File: src/rtl/fsk_ctrl_pkg.sv
// shared constants, register map and divider helper for the transceiver control
package fsk_ctrl_pkg;

  // ----------------------------------------------------------
  // register offsets
  // ----------------------------------------------------------
  localparam logic [6:0] FRONT_END_MODE_CONTROL_ADDR = 7'h00;
  localparam logic [6:0] FILTER_AND_INDICATOR_CONTROL_ADDR = 7'h01;
  localparam logic [6:0] SYNC_CLOCK_SELECT_ADDR = 7'h06;
  localparam logic [6:0] RATE_SELECT_AND_REF_DIVIDER_ADDR = 7'h07;
  localparam logic [6:0] FREQ_ERROR_CONTROL_ADDR = 7'h15;
  localparam logic [6:0] FREQ_ERROR_RESULT_ADDR = 7'h16;
  localparam logic [6:0] AMP_BYPASS_CONTROL_ADDR = 7'h1F;

  // ----------------------------------------------------------
  // values after reset
  // ----------------------------------------------------------
  localparam logic [7:0] FRONT_END_RESET = 8'h01;
  localparam logic [7:0] FILTER_RESET = 8'h80;
  localparam logic [7:0] SYNC_CLOCK_RESET = 8'h00;
  localparam logic [7:0] RATE_REF_RESET = 8'h01;
  localparam logic [3:0] FREQ_ERROR_CTRL_RESET = 4'h0;
  localparam logic [7:0] FREQ_ERROR_RESULT_RESET = 8'h00;

  // ----------------------------------------------------------
  // field positions and fixed bits
  // ----------------------------------------------------------
  localparam int FE_RX_BYPASS_POS = 7;
  localparam int FE_LEVEL_LSB = 4;
  localparam int FE_SYNC_POS = 3;
  localparam int FE_MODE_LSB = 1;
  localparam int FLT_LEVEL_ON_POS = 3;
  localparam int FLT_LOCK_ON_POS = 2;
  localparam int RATE_LOW_LSB = 6;
  localparam logic [7:0] FE_FIXED_ONES = 8'h01;
  localparam logic [7:0] FLT_FIXED_ONES = 8'h80;

  // ----------------------------------------------------------
  // transceiver modes and estimator modes
  // ----------------------------------------------------------
  localparam logic [1:0] MODE_RX = 2'h1;
  localparam logic [1:0] MODE_TX = 2'h2;
  localparam logic [1:0] ERR_UP = 2'h1;
  localparam logic [1:0] ERR_DN = 2'h2;
  localparam logic [1:0] ERR_UPDN = 2'h3;
  localparam logic [7:0] SYM_BASE = 8'h08;

  // ----------------------------------------------------------
  // counts
  // ----------------------------------------------------------
  localparam logic [3:0] PHASE_MID = 4'h8;
  localparam logic [4:0] SER_ADDR_LAST = 5'h06;
  localparam logic [4:0] SER_RW_BIT = 5'h07;
  localparam logic [4:0] SER_LAST_BIT = 5'h0F;
  localparam logic [4:0] SER_FRAME_BITS = 5'h10;

  // terminal count of a divider by divisor * 2^(7 - exponent)
  function automatic logic [13:0] div_terminal(input logic [5:0] divisor,
                                               input logic [3:0] exponent);
    logic [5:0] k;
    logic [3:0] shift;
    logic [13:0] full;
    k = (divisor == 6'h00) ? 6'h01 : divisor;
    shift = (exponent > 4'h7) ? 4'h0 : 4'h7 - exponent;
    full = {8'h00, k} << shift;
    return full - 14'h0001;
  endfunction

endpackage

File: src/rtl/ser_port.sv
// three-wire serial register access port
`timescale 1ns/100ps
module ser_port (
  // clock and reset
  input wire logic core_clk,
  input wire logic rst,
  // serial pins
  input wire logic prog_clk,
  input wire logic prog_enable,
  input wire logic prog_data_i,
  output logic prog_data_o,
  output logic prog_data_oe,
  // register side
  output logic wr_strobe,
  output logic [6:0] reg_addr,
  output logic [7:0] wr_data,
  input wire logic [7:0] rd_data
);

  logic [2:0] sclk_q;
  logic [1:0] en_q;
  logic [1:0] din_q;
  logic [4:0] bit_cnt_q;
  logic [6:0] shift_q;
  logic [7:0] out_sh_q;
  logic rd_q;
  logic rise;
  logic fall;

  // ----------------------------------------------------------
  // pin synchronisers and edges
  // ----------------------------------------------------------
  assign rise = sclk_q[1] & ~sclk_q[2];
  assign fall = ~sclk_q[1] & sclk_q[2];

  always_ff @(posedge core_clk)
  begin
    sclk_q <= {sclk_q[1:0], prog_clk};
    en_q <= {en_q[0], prog_enable};
    din_q <= {din_q[0], prog_data_i};
  end

  // ----------------------------------------------------------
  // frame: 7 address bits, read flag, 8 data bits
  // ----------------------------------------------------------
  always_ff @(posedge core_clk)
  begin
    if (rst || !en_q[1])
    begin
      bit_cnt_q <= 5'h00;
      shift_q <= 7'h00;
      out_sh_q <= 8'h00;
      rd_q <= 1'b0;
      wr_strobe <= 1'b0;
      prog_data_o <= 1'b0;
      prog_data_oe <= 1'b0;
      if (rst)
      begin
        reg_addr <= 7'h00;
        wr_data <= 8'h00;
      end
    end
    else
    begin
      wr_strobe <= 1'b0;
      if (rise && bit_cnt_q < fsk_ctrl_pkg::SER_FRAME_BITS)
      begin
        shift_q <= {shift_q[5:0], din_q[1]};
        bit_cnt_q <= bit_cnt_q + 5'h01;
        if (bit_cnt_q == fsk_ctrl_pkg::SER_ADDR_LAST)
          reg_addr <= {shift_q[5:0], din_q[1]};
        if (bit_cnt_q == fsk_ctrl_pkg::SER_RW_BIT)
        begin
          rd_q <= din_q[1];
          out_sh_q <= rd_data;
        end
        if (bit_cnt_q == fsk_ctrl_pkg::SER_LAST_BIT && !rd_q)
        begin
          wr_strobe <= 1'b1;
          wr_data <= {shift_q[6:0], din_q[1]};
        end
      end
      // read data changes on falling edges, host samples on rising
      if (fall && rd_q)
      begin
        prog_data_oe <= (bit_cnt_q < fsk_ctrl_pkg::SER_FRAME_BITS);
        prog_data_o <= out_sh_q[7];
        out_sh_q <= {out_sh_q[6:0], 1'b0};
      end
    end
  end

endmodule // ser_port

File: src/rtl/bit_sync.sv
// receive bit synchroniser with 16 phases per bit and data clock
`timescale 1ns/100ps
module bit_sync (
  // clock and reset
  input wire logic core_clk,
  input wire logic rst,
  // control
  input wire logic enable,
  input wire logic tick16,
  // received bit, already synchronised
  input wire logic rx_bit,
  // outputs
  output logic data_clk,
  output logic bit_out,
  output logic bit_strobe
);

  logic [3:0] phase_q;
  logic prev_q;
  logic edge_q;
  logic sample_q;
  logic edge_seen;
  logic [3:0] step;

  // ----------------------------------------------------------
  // phase step: an edge early in the bit stalls, late jumps ahead
  // ----------------------------------------------------------
  assign edge_seen = edge_q || (rx_bit != prev_q); // edge on a tick cycle still counts
  assign step = !edge_seen ? 4'h1 :
                (phase_q != 4'h0 && phase_q < fsk_ctrl_pkg::PHASE_MID) ? 4'h0 :
                (phase_q > fsk_ctrl_pkg::PHASE_MID) ? 4'h2 : 4'h1;

  always_ff @(posedge core_clk)
  begin
    if (rst || !enable)
    begin
      phase_q <= 4'h0;
      prev_q <= 1'b0;
      edge_q <= 1'b0;
      sample_q <= 1'b0;
      data_clk <= 1'b0;
      bit_out <= 1'b0;
      bit_strobe <= 1'b0;
    end
    else
    begin
      prev_q <= rx_bit;
      bit_strobe <= 1'b0;
      if (tick16)
      begin
        edge_q <= 1'b0;
        phase_q <= phase_q + step;
        if (phase_q == fsk_ctrl_pkg::PHASE_MID)
          sample_q <= rx_bit;
        // bit changes with the rising data clock
        if (phase_q + step < phase_q || (phase_q + step) == 4'h0)
        begin
          bit_out <= sample_q;
          data_clk <= 1'b1;
          bit_strobe <= 1'b1;
        end
        else if (phase_q + step >= fsk_ctrl_pkg::PHASE_MID)
          data_clk <= 1'b0;
      end
      else if (edge_seen)
        edge_q <= 1'b1;
    end
  end

  // ----------------------------------------------------------
  // checks
  // ----------------------------------------------------------
  a_bit_on_rise: assert property (
    @(posedge core_clk) disable iff (rst)
    !$rose(data_clk) && enable && $past(enable) |-> $stable(bit_out))
    else $error("received bit changed away from a rising data clock");

endmodule // bit_sync

File: src/rtl/fsk_freq_error_bitsync_tx_ctrl.sv
// transceiver digital control: registers, error estimator, data pin and tx control
`timescale 1ns/100ps
// What this block does
// - up pulse per one, down per zero
// - mode field: off, up, down, up-down
// - measurement length 8, 16, 32, 64 symbols
// - eight-bit result readable, two's complement
// - negative results from down counts or wrap past 127
// - counter wraps beyond signed byte range
// - synchroniser runs only with sync mode set
// - receive data clock derived from bit rate
// - received bit changes on rising clock
// - sync clock is crystal over divider chain
// - divider 1..63, sync setting 0..7
// - one reference divider feeds all clocks
// - alignment within 22 bits worst case
// - level zero switches amplifier off
// - bypass bit keeps level control active
// - divider set follows transmitted bit value
// - data pin input in tx, output rx
// - tx data sampled on rising clock edges in sync mode, every cycle otherwise
module fsk_freq_error_bitsync_tx_ctrl (
  // clock and reset
  input wire logic core_clk,
  input wire logic rst,
  // serial programming port
  input wire logic prog_clk,
  input wire logic prog_enable,
  input wire logic prog_data_i,
  output logic prog_data_o,
  output logic prog_data_oe,
  // data interface pins
  input wire logic bidir_bit_pin_i,
  output logic bidir_bit_pin_o,
  output logic bidir_bit_pin_oe,
  output logic rx_tx_bit_clock,
  // demodulator
  input wire logic one_update_pulse,
  input wire logic zero_update_pulse,
  input wire logic demod_bit,
  // analog controls
  output logic tx_amp_on,
  output logic [2:0] tx_level_field,
  output logic tx_amp_bypass,
  output logic rx_amp_bypass,
  output logic divider_set_sel,
  output logic signal_level_on,
  output logic lock_detect_on,
  output logic [1:0] prefilter_cutoff_sel
);

  // ----------------------------------------------------------
  // declarations
  // ----------------------------------------------------------
  logic wr_strobe;
  logic [6:0] reg_addr;
  logic [7:0] wr_data;
  logic [7:0] rd_data;
  logic [7:0] front_end_q;
  logic [7:0] filter_q;
  logic [7:0] sync_sel_q;
  logic [7:0] rate_ref_q;
  logic [3:0] err_ctrl_q;
  logic [7:0] err_result_q;
  logic amp_bypass_q;
  logic [2:0] up_sync_q;
  logic [2:0] dn_sync_q;
  logic [1:0] demod_sync_q;
  logic [1:0] pin_sync_q;
  logic [13:0] sync_div_q;
  logic [13:0] rate_div_q;
  logic rate_clk_q;
  logic [7:0] err_count_q;
  logic [7:0] err_count_d;
  logic [7:0] sym_count_q;
  logic err_running_q;
  logic err_start;
  logic up_pulse;
  logic dn_pulse;
  logic [1:0] err_mode;
  logic [7:0] sym_target;
  logic sym_strobe;
  logic sync_tick;
  logic rate_tick;
  logic [5:0] shared_ref_divider;
  logic [3:0] sync_clock_exponent;
  logic [3:0] rate_clock_exponent;
  logic [13:0] sync_term;
  logic [13:0] rate_term;
  logic [1:0] transceiver_mode_field;
  logic sync_mode;
  logic rx_mode;
  logic tx_mode;
  logic sync_rx;
  logic tx_clk_rise;
  logic bs_clk;
  logic bs_bit;
  logic bs_strobe;

  // ----------------------------------------------------------
  // serial register port
  // ----------------------------------------------------------
  ser_port u_ser_port (
    .core_clk(core_clk),
    .rst(rst),
    .prog_clk(prog_clk),
    .prog_enable(prog_enable),
    .prog_data_i(prog_data_i),
    .prog_data_o(prog_data_o),
    .prog_data_oe(prog_data_oe),
    .wr_strobe(wr_strobe),
    .reg_addr(reg_addr),
    .wr_data(wr_data),
    .rd_data(rd_data)
  );

  // read multiplexer, unmapped addresses read zero
  assign rd_data =
    (reg_addr == fsk_ctrl_pkg::FRONT_END_MODE_CONTROL_ADDR) ? front_end_q :
    (reg_addr == fsk_ctrl_pkg::FILTER_AND_INDICATOR_CONTROL_ADDR) ? filter_q :
    (reg_addr == fsk_ctrl_pkg::SYNC_CLOCK_SELECT_ADDR) ? sync_sel_q :
    (reg_addr == fsk_ctrl_pkg::RATE_SELECT_AND_REF_DIVIDER_ADDR) ? rate_ref_q :
    (reg_addr == fsk_ctrl_pkg::FREQ_ERROR_CONTROL_ADDR) ? {4'h0, err_ctrl_q} :
    (reg_addr == fsk_ctrl_pkg::FREQ_ERROR_RESULT_ADDR) ? err_result_q :
    (reg_addr == fsk_ctrl_pkg::AMP_BYPASS_CONTROL_ADDR) ? {7'h00, amp_bypass_q} :
    8'h00;

  assign err_start = wr_strobe && reg_addr == fsk_ctrl_pkg::FREQ_ERROR_CONTROL_ADDR;

  // ----------------------------------------------------------
  // register file, fixed bits forced on write
  // ----------------------------------------------------------
  always_ff @(posedge core_clk)
  begin
    if (rst)
    begin
      front_end_q <= fsk_ctrl_pkg::FRONT_END_RESET;
      filter_q <= fsk_ctrl_pkg::FILTER_RESET;
      sync_sel_q <= fsk_ctrl_pkg::SYNC_CLOCK_RESET;
      rate_ref_q <= fsk_ctrl_pkg::RATE_REF_RESET;
      err_ctrl_q <= fsk_ctrl_pkg::FREQ_ERROR_CTRL_RESET;
      amp_bypass_q <= 1'b0;
    end
    else if (wr_strobe)
    begin
      if (reg_addr == fsk_ctrl_pkg::FRONT_END_MODE_CONTROL_ADDR)
        front_end_q <= wr_data | fsk_ctrl_pkg::FE_FIXED_ONES;
      if (reg_addr == fsk_ctrl_pkg::FILTER_AND_INDICATOR_CONTROL_ADDR)
        filter_q <= {fsk_ctrl_pkg::FLT_FIXED_ONES[7:4], wr_data[3:0]};
      if (reg_addr == fsk_ctrl_pkg::SYNC_CLOCK_SELECT_ADDR)
        sync_sel_q <= {4'h0, wr_data[3:0]};
      if (reg_addr == fsk_ctrl_pkg::RATE_SELECT_AND_REF_DIVIDER_ADDR)
        rate_ref_q <= wr_data;
      if (err_start)
        err_ctrl_q <= wr_data[3:0];
      if (reg_addr == fsk_ctrl_pkg::AMP_BYPASS_CONTROL_ADDR)
        amp_bypass_q <= wr_data[0];
    end
  end

  // ----------------------------------------------------------
  // field decode
  // ----------------------------------------------------------
  assign transceiver_mode_field = front_end_q[fsk_ctrl_pkg::FE_MODE_LSB +: 2];
  assign sync_mode = front_end_q[fsk_ctrl_pkg::FE_SYNC_POS];
  assign rx_mode = transceiver_mode_field == fsk_ctrl_pkg::MODE_RX;
  assign tx_mode = transceiver_mode_field == fsk_ctrl_pkg::MODE_TX;
  assign sync_rx = sync_mode && rx_mode;
  assign err_mode = err_ctrl_q[1:0];
  assign sym_target = fsk_ctrl_pkg::SYM_BASE << err_ctrl_q[3:2];

  // ----------------------------------------------------------
  // shared reference divider and clock dividers
  // ----------------------------------------------------------
  assign shared_ref_divider = rate_ref_q[5:0];
  assign sync_clock_exponent = {1'b0, sync_sel_q[3:1]};
  assign rate_clock_exponent = {1'b0, sync_sel_q[0], rate_ref_q[7:6]};
  // sync clock runs at 16 ticks per bit
  assign sync_term = fsk_ctrl_pkg::div_terminal(shared_ref_divider,
                                               sync_clock_exponent);
  // rate clock toggles twice per bit, so half the bit period
  assign rate_term = fsk_ctrl_pkg::div_terminal(shared_ref_divider,
                                               rate_clock_exponent + 4'h1);
  assign sync_tick = sync_div_q >= sync_term;
  assign rate_tick = rate_div_q >= rate_term;

  always_ff @(posedge core_clk)
  begin
    if (rst)
    begin
      sync_div_q <= 14'h0000;
      rate_div_q <= 14'h0000;
      rate_clk_q <= 1'b0;
    end
    else
    begin
      sync_div_q <= sync_tick ? 14'h0000 : sync_div_q + 14'h0001;
      rate_div_q <= rate_tick ? 14'h0000 : rate_div_q + 14'h0001;
      if (rate_tick)
        rate_clk_q <= ~rate_clk_q;
    end
  end

  assign tx_clk_rise = rate_tick && !rate_clk_q;

  // ----------------------------------------------------------
  // input synchronisers
  // ----------------------------------------------------------
  always_ff @(posedge core_clk)
  begin
    up_sync_q <= {up_sync_q[1:0], one_update_pulse};
    dn_sync_q <= {dn_sync_q[1:0], zero_update_pulse};
    demod_sync_q <= {demod_sync_q[0], demod_bit};
    pin_sync_q <= {pin_sync_q[0], bidir_bit_pin_i};
  end

  // rising edges of the demodulator update pulses
  assign up_pulse = up_sync_q[1] && !up_sync_q[2];
  assign dn_pulse = dn_sync_q[1] && !dn_sync_q[2];

  // ----------------------------------------------------------
  // bit synchroniser
  // ----------------------------------------------------------
  bit_sync u_bit_sync (
    .core_clk(core_clk),
    .rst(rst),
    .enable(sync_rx),
    .tick16(sync_tick),
    .rx_bit(demod_sync_q[1]),
    .data_clk(bs_clk),
    .bit_out(bs_bit),
    .bit_strobe(bs_strobe)
  );

  // ----------------------------------------------------------
  // frequency error estimator
  // ----------------------------------------------------------
  // symbols counted on the recovered bit, else on the rate clock
  assign sym_strobe = sync_rx ? bs_strobe : tx_clk_rise;

  // signed count, wraps past -128 and 127
  assign err_count_d =
    (err_mode == fsk_ctrl_pkg::ERR_UP && up_pulse) ? err_count_q + 8'h01 :
    (err_mode == fsk_ctrl_pkg::ERR_DN && dn_pulse) ? err_count_q - 8'h01 :
    (err_mode == fsk_ctrl_pkg::ERR_UPDN && up_pulse && !dn_pulse) ?
      err_count_q + 8'h01 :
    (err_mode == fsk_ctrl_pkg::ERR_UPDN && dn_pulse && !up_pulse) ?
      err_count_q - 8'h01 : err_count_q;

  always_ff @(posedge core_clk)
  begin
    if (rst)
    begin
      err_count_q <= 8'h00;
      sym_count_q <= 8'h00;
      err_running_q <= 1'b0;
      err_result_q <= fsk_ctrl_pkg::FREQ_ERROR_RESULT_RESET;
    end
    else if (err_start)
    begin
      err_count_q <= 8'h00;
      sym_count_q <= 8'h00;
      err_running_q <= wr_data[1:0] != 2'h0;
    end
    else if (err_running_q)
    begin
      err_count_q <= err_count_d;
      if (sym_strobe)
      begin
        sym_count_q <= sym_count_q + 8'h01;
        if (sym_count_q + 8'h01 == sym_target)
        begin
          err_result_q <= err_count_d;
          err_running_q <= 1'b0;
        end
      end
    end
  end

  // ----------------------------------------------------------
  // data pin, data clock and transmit control
  // ----------------------------------------------------------
  always_ff @(posedge core_clk)
  begin
    if (rst)
    begin
      bidir_bit_pin_o <= 1'b0;
      bidir_bit_pin_oe <= 1'b0;
      rx_tx_bit_clock <= 1'b0;
      divider_set_sel <= 1'b0;
    end
    else
    begin
      bidir_bit_pin_oe <= rx_mode;
      bidir_bit_pin_o <= sync_rx ? bs_bit : demod_sync_q[1];
      rx_tx_bit_clock <= sync_rx ? bs_clk :
                         (sync_mode && tx_mode) ? rate_clk_q : 1'b0;
      if (tx_mode && (!sync_mode || tx_clk_rise))
        divider_set_sel <= pin_sync_q[1];
    end
  end

  // analog control outputs
  always_ff @(posedge core_clk)
  begin
    if (rst)
    begin
      tx_amp_on <= 1'b0;
      tx_level_field <= 3'h0;
      tx_amp_bypass <= 1'b0;
      rx_amp_bypass <= 1'b0;
      signal_level_on <= 1'b0;
      lock_detect_on <= 1'b0;
      prefilter_cutoff_sel <= 2'h0;
    end
    else
    begin
      tx_level_field <= front_end_q[fsk_ctrl_pkg::FE_LEVEL_LSB +: 3];
      tx_amp_on <= tx_mode && front_end_q[fsk_ctrl_pkg::FE_LEVEL_LSB +: 3] != 3'h0;
      tx_amp_bypass <= amp_bypass_q;
      rx_amp_bypass <= front_end_q[fsk_ctrl_pkg::FE_RX_BYPASS_POS];
      signal_level_on <= filter_q[fsk_ctrl_pkg::FLT_LEVEL_ON_POS];
      lock_detect_on <= filter_q[fsk_ctrl_pkg::FLT_LOCK_ON_POS];
      prefilter_cutoff_sel <= filter_q[1:0];
    end
  end

  // ----------------------------------------------------------
  // checks
  // ----------------------------------------------------------
  a_pin_direction: assert property (
    @(posedge core_clk) disable iff (rst)
    ##1 bidir_bit_pin_oe == $past(rx_mode))
    else $error("data pin direction does not follow mode");

  a_amp_level_off: assert property (
    @(posedge core_clk) disable iff (rst)
    front_end_q[6:4] == 3'h0 |=> !tx_amp_on)
    else $error("amplifier on with level zero");

  a_result_held: assert property (
    @(posedge core_clk) disable iff (rst)
    !err_running_q && !err_start |=> $stable(err_result_q))
    else $error("estimator result changed while idle");

  a_up_only_count: assert property (
    @(posedge core_clk) disable iff (rst)
    err_running_q && !err_start && err_mode == fsk_ctrl_pkg::ERR_UP
    |=> err_count_q == $past(err_count_q) + {7'h00, $past(up_pulse)})
    else $error("up-only mode counted wrongly");

  a_updn_cancel: assert property (
    @(posedge core_clk) disable iff (rst)
    err_running_q && !err_start && err_mode == fsk_ctrl_pkg::ERR_UPDN
    && up_pulse && dn_pulse |=> $stable(err_count_q))
    else $error("simultaneous pulses did not cancel");

  a_sync_clock_off: assert property (
    @(posedge core_clk) disable iff (rst)
    !sync_mode ##1 !sync_mode |-> !rx_tx_bit_clock)
    else $error("data clock running outside sync mode");

  a_tx_sample_rise: assert property (
    @(posedge core_clk) disable iff (rst)
    $changed(divider_set_sel) && $past(sync_mode) && $past(tx_mode)
    |-> $past(tx_clk_rise))
    else $error("tx bit taken away from a rising clock");

  a_sym_length: assert property (
    @(posedge core_clk) disable iff (rst)
    err_running_q |-> sym_count_q < sym_target)
    else $error("measurement ran past its symbol count");

endmodule // fsk_freq_error_bitsync_tx_ctrl

File: config.mk
export PLATFORM = sky130hd
export DESIGN_NAME = fsk_freq_error_bitsync_tx_ctrl
export DESIGN_NICKNAME = d
export VERILOG_FILES = /design/src/rtl/fsk_ctrl_pkg.sv /design/src/rtl/ser_port.sv /design/src/rtl/bit_sync.sv /design/src/rtl/fsk_freq_error_bitsync_tx_ctrl.sv
export SDC_FILE = /design/constraint.sdc
export NUM_CORES = 1
export LEC_CHECK = 0
export BUFFER_PORTS_ARGS = -buffer_cell sky130_fd_sc_hd__buf_4
export CAP_MARGIN = 5
export CORE_MARGIN = 4
export CORE_UTILIZATION = 45
export DETAILED_ROUTE_END_ITERATION = 8
export GPL_ROUTABILITY_DRIVEN = 0
export SETUP_SLACK_MARGIN = 0.05
export SYNTH_ARGS = -nofsm -noshare
export SYNTH_HDL_FRONTEND = slang
export SYNTH_SLANG_ARGS = --single-unit
File: constraint.sdc
create_clock -name core_clk -period 4.2 [get_ports core_clk]
set_input_delay 0.84 -clock core_clk [delete_from_list [all_inputs] [get_ports core_clk]]
set_output_delay 0.84 -clock core_clk [all_outputs]
set_load 0.01 [all_outputs]
==> flow_metrics.tcl <==
set metrics [dict create \
    port_buffers 24 \
    synthMuxAreaShare 0.0589 \
    num_vias 7299 \
    worst_setup_path_start_kind "register" \
    syn_inst 1024 \
    start_util 0.464 \
    hpwlAfterDp_um 14500 \
    worst_slew_pin_slew_ns 0.974 \
    hold_slack_ns 0.327 \
    cts_sinks 162 \
    cts_tree "done" \
    grt_pass1_vias 6720 \
    antennaDiodeCount 0 \
    die_w_um 148 \
    worstReg2RegEnd "err_result_q[7]" \
    worst_hold_path_type "reg -> reg" \
    area_growth_pct 19.4 \
    p_sw_frac 0.261 \
    synth_top_family_by_area "simple AND/OR/NAND/NOR gates" \
    drt_pass1_iterations 5 \
    final-seq-area_sq_um 3410 \
    ys.flop_type "dfxtp_1" \
    ys_seq_area_frac 0.386 \
    layout_common_cells "dfxtp_1, nor2_1, nand2_1" \
    synth-simple-area-share 0.237 \
    pwr-share-clk 0.490 \
    wirelength_um 20600 \
    r2r_cells 15 \
    finClkSkew_ns 0.0127 \
    synth_edf_count 15 \
    clock_tree.root_cell "clkbuf_16" \
    die_area_sq_um 21800 \
    drc 0 \
    p_sw_uw 856 \
    rsz0062_at_grt "true" \
    cp_max_fo 8 \
    initialDrtViolationCount 561 \
    grt_max_degree 70 \
    dieHeight_um 148 \
    required_ns 4.52 \
    cts.reportedPaths.clkPinSlew_ns 0.08 \
    grt_pass1_wl_um 33700 \
    crit_end "err_result_q[7]" \
    power_density_nw_per_um2 312 \
    synth-seq-cells 162 \
    timing.final.crit_period_ns 4.17 \
    setup_viol 0 \
    cap_violations 0 \
    ys_async_sr_fraction 0 \
    crit_type "reg -> reg" \
    intPower_uw 2420 \
    coreArea_sq_um 19000 \
    drv_slew 0 \
    wl_per_cell_um 15.4 \
    yosysUniqueCellTypes 78 \
    clock_latency_ns 0.44 \
    syn_area_sq_um 8790 \
    synth_compound_area_frac 0.141 \
    boundaryPins 25 \
    hold_viol 0 \
    peakVddDrop_mv 0.253 \
    arrival_ns 4.49 \
    yosysWarningCount 0 \
    status "finished, final reports clean" \
    grt-ovfl-total 0 \
    antenna_found_initial 0 \
    cts.path.max_buffers 2 \
    min_from "u_ser_port.din_q[0]" \
    ant_nets 0 \
    avgSynthCellArea_sq_um 8.58 \
    worst_r2r_startpoint "rate_ref_q[7]" \
    fmax_mhz 240 \
    p_seq_frac 0.487 \
    synth_xor_area_frac 0.0766 \
    viasPerCell 5.45 \
    drive_gt1_frac 0.185 \
    nets 1120 \
    multi_input_area_sq_um 5440 \
    r2r_slack_ns 0.03 \
    synthAdderAreaFrac 0.0635 \
    numCtsBuffers 17 \
    fillers 1743 \
    cp-startpoint "rate_ref_q[7]" \
    p_leak_uw 0.00399 \
    combPwrFrac 0.022 \
    track_usage 0.187 \
    placementRows 50 \
    period_share 0.992 \
    crit_path_end_kind "register" \
    final_common_cell "dfxtp_1" \
    htree_levels 4 \
    relSlewSlack 0.348 \
    fin_setup_tns_ns 0 \
]
worst max-delay path: stages, from the launching register on:
cell and delay, ns:
dfxtp_2 0.34, ha_4 0.28, buf_4 0.17, or2_4 0.26
o22ai_4 0.12, nor3_2 0.08, o31a_1 0.33, or4b_4 0.49
xnor2_1 0.15, ha_1 0.28, and2_4 0.13, nand4_1 0.12
o211ai_2 0.22, nand2_1 0.11, or4_4 0.63, mux2_4 0.33
flip-flops by register name, summed over array words and instances (netlist names), 7 cells and up:
name                 cells
err_count_q              8
err_result_q             8
front_end_q              7
rate_div_q              14
rate_ref_q               8
sym_count_q              8
sync_div_q              14
u_ser_port.out_sh_q      8
u_ser_port.reg_addr      7
u_ser_port.shift_q       7
u_ser_port.wr_data       8
cell families after synthesis:
kind of cell	count (synthesis)
xor gates and xnor gates	76
AOI/OAI and AO/OA	181
muxes	47
other	1
adders and majority gates	44
and+or+nand+nor	429
buffers and inverters	84
DFF	162
worst min path at each step:
stage	to	depth (start not counted)
2_1_floorplan	demod_sync_q[1]	0
3_3_place_gp	u_ser_port.en_q[1]	0
3_5_place_dp	u_ser_port.sclk_q[1]	0
4_1_cts	u_ser_port.din_q[1]	0
5_1_grt	u_ser_port.din_q[1]	0
6_report	u_ser_port.din_q[1]	0
metrics by stage:
stage | setup WS (ns) | util | std cells | area (sq um) | power (uW)
after floorplan | -0.0122 | - | 1025 | 8930 | 1690
after global placement | 0.0579 | 0.497 | 1290 | 9430 | 1710
after detailed placement | -0.0503 | 0.497 | 1290 | 9430 | 1710
after CTS | -0.00693 | 0.532 | 1324 | 10100 | 3320
after global routing | -0.127 | 0.554 | 1340 | 10500 | 3400
final | 0.0342 | 0.554 | 1340 | 10500 | 3280
synthesized netlist by cell type, types with 9 or more instances:
cell	instances	share of area
and2_1	14	0.010
clkbuf_1	46	0.020
nor2_1	133	0.057
nand2_1	97	0.041
o22ai_1	12	0.0085
mux2i_1	30	0.034
a21oi_1	60	0.034
nand4_1	16	0.011
ha_1	43	0.061
and3_1	12	0.0085
nor3_1	16	0.0091
a21o_1	10	0.0085
dfxtp_1	147	0.33
xnor2_1	41	0.041
a22oi_1	9	0.0077
nand2b_1	17	0.012
o21ai_0	17	0.0097
nand3_1	56	0.032
mux2_2	10	0.013
nor2b_1	27	0.019
inv_1	30	0.013
xor2_1	34	0.034
edfxtp_1	15	0.051
layout make-up:
class,instances,area share
inverters,30,0.0107
flip-flops and latches,162,0.324
clock buffers,17,0.0405
clock inverters,15,0.0197
well taps,260,0.0310
multi-input cells,780,0.518
repair buffers,76,0.0558
power by group through the flow:
stage / Sequential [uW] / Clock [uW] / Combinational (uW)
floorplan: 1630 / 0 / 59.6
global placement: 1640 / 0 / 71.1
detailed placement: 1640 / 0 / 71.7
CTS: 1600 / 1650 / 72.6
global route: 1600 / 1710 / 84.2
finish: 1600 / 1610 / 73.5
layer usage:
metal | global-route usage | routed length, um | up-vias
met4 | 0.0592 | 421 | 0
met1 | 0.252 | 9790 | 3412
met3 | 0.0362 | 726 | 33
met5 | 0 | 0 | -
li1 | - | - | 3710
met2 | 0.303 | 9700 | 144
what timing repair did:
| action | in CTS | in global routing |
|---|---|---|
| gates cloned | 1 | 0 |
| gates resized for setup | 2 | 68 |
| setup endpoints to repair | 20 | 55 |
| hold buffers | 0 | 0 |
| buffers inserted | 1 | 16 |
| pin swaps | 3 | 32 |
| endpoints found under the hold margin | 0 | 0 |
Note: power is estimated with default switching activity, not from simulation.
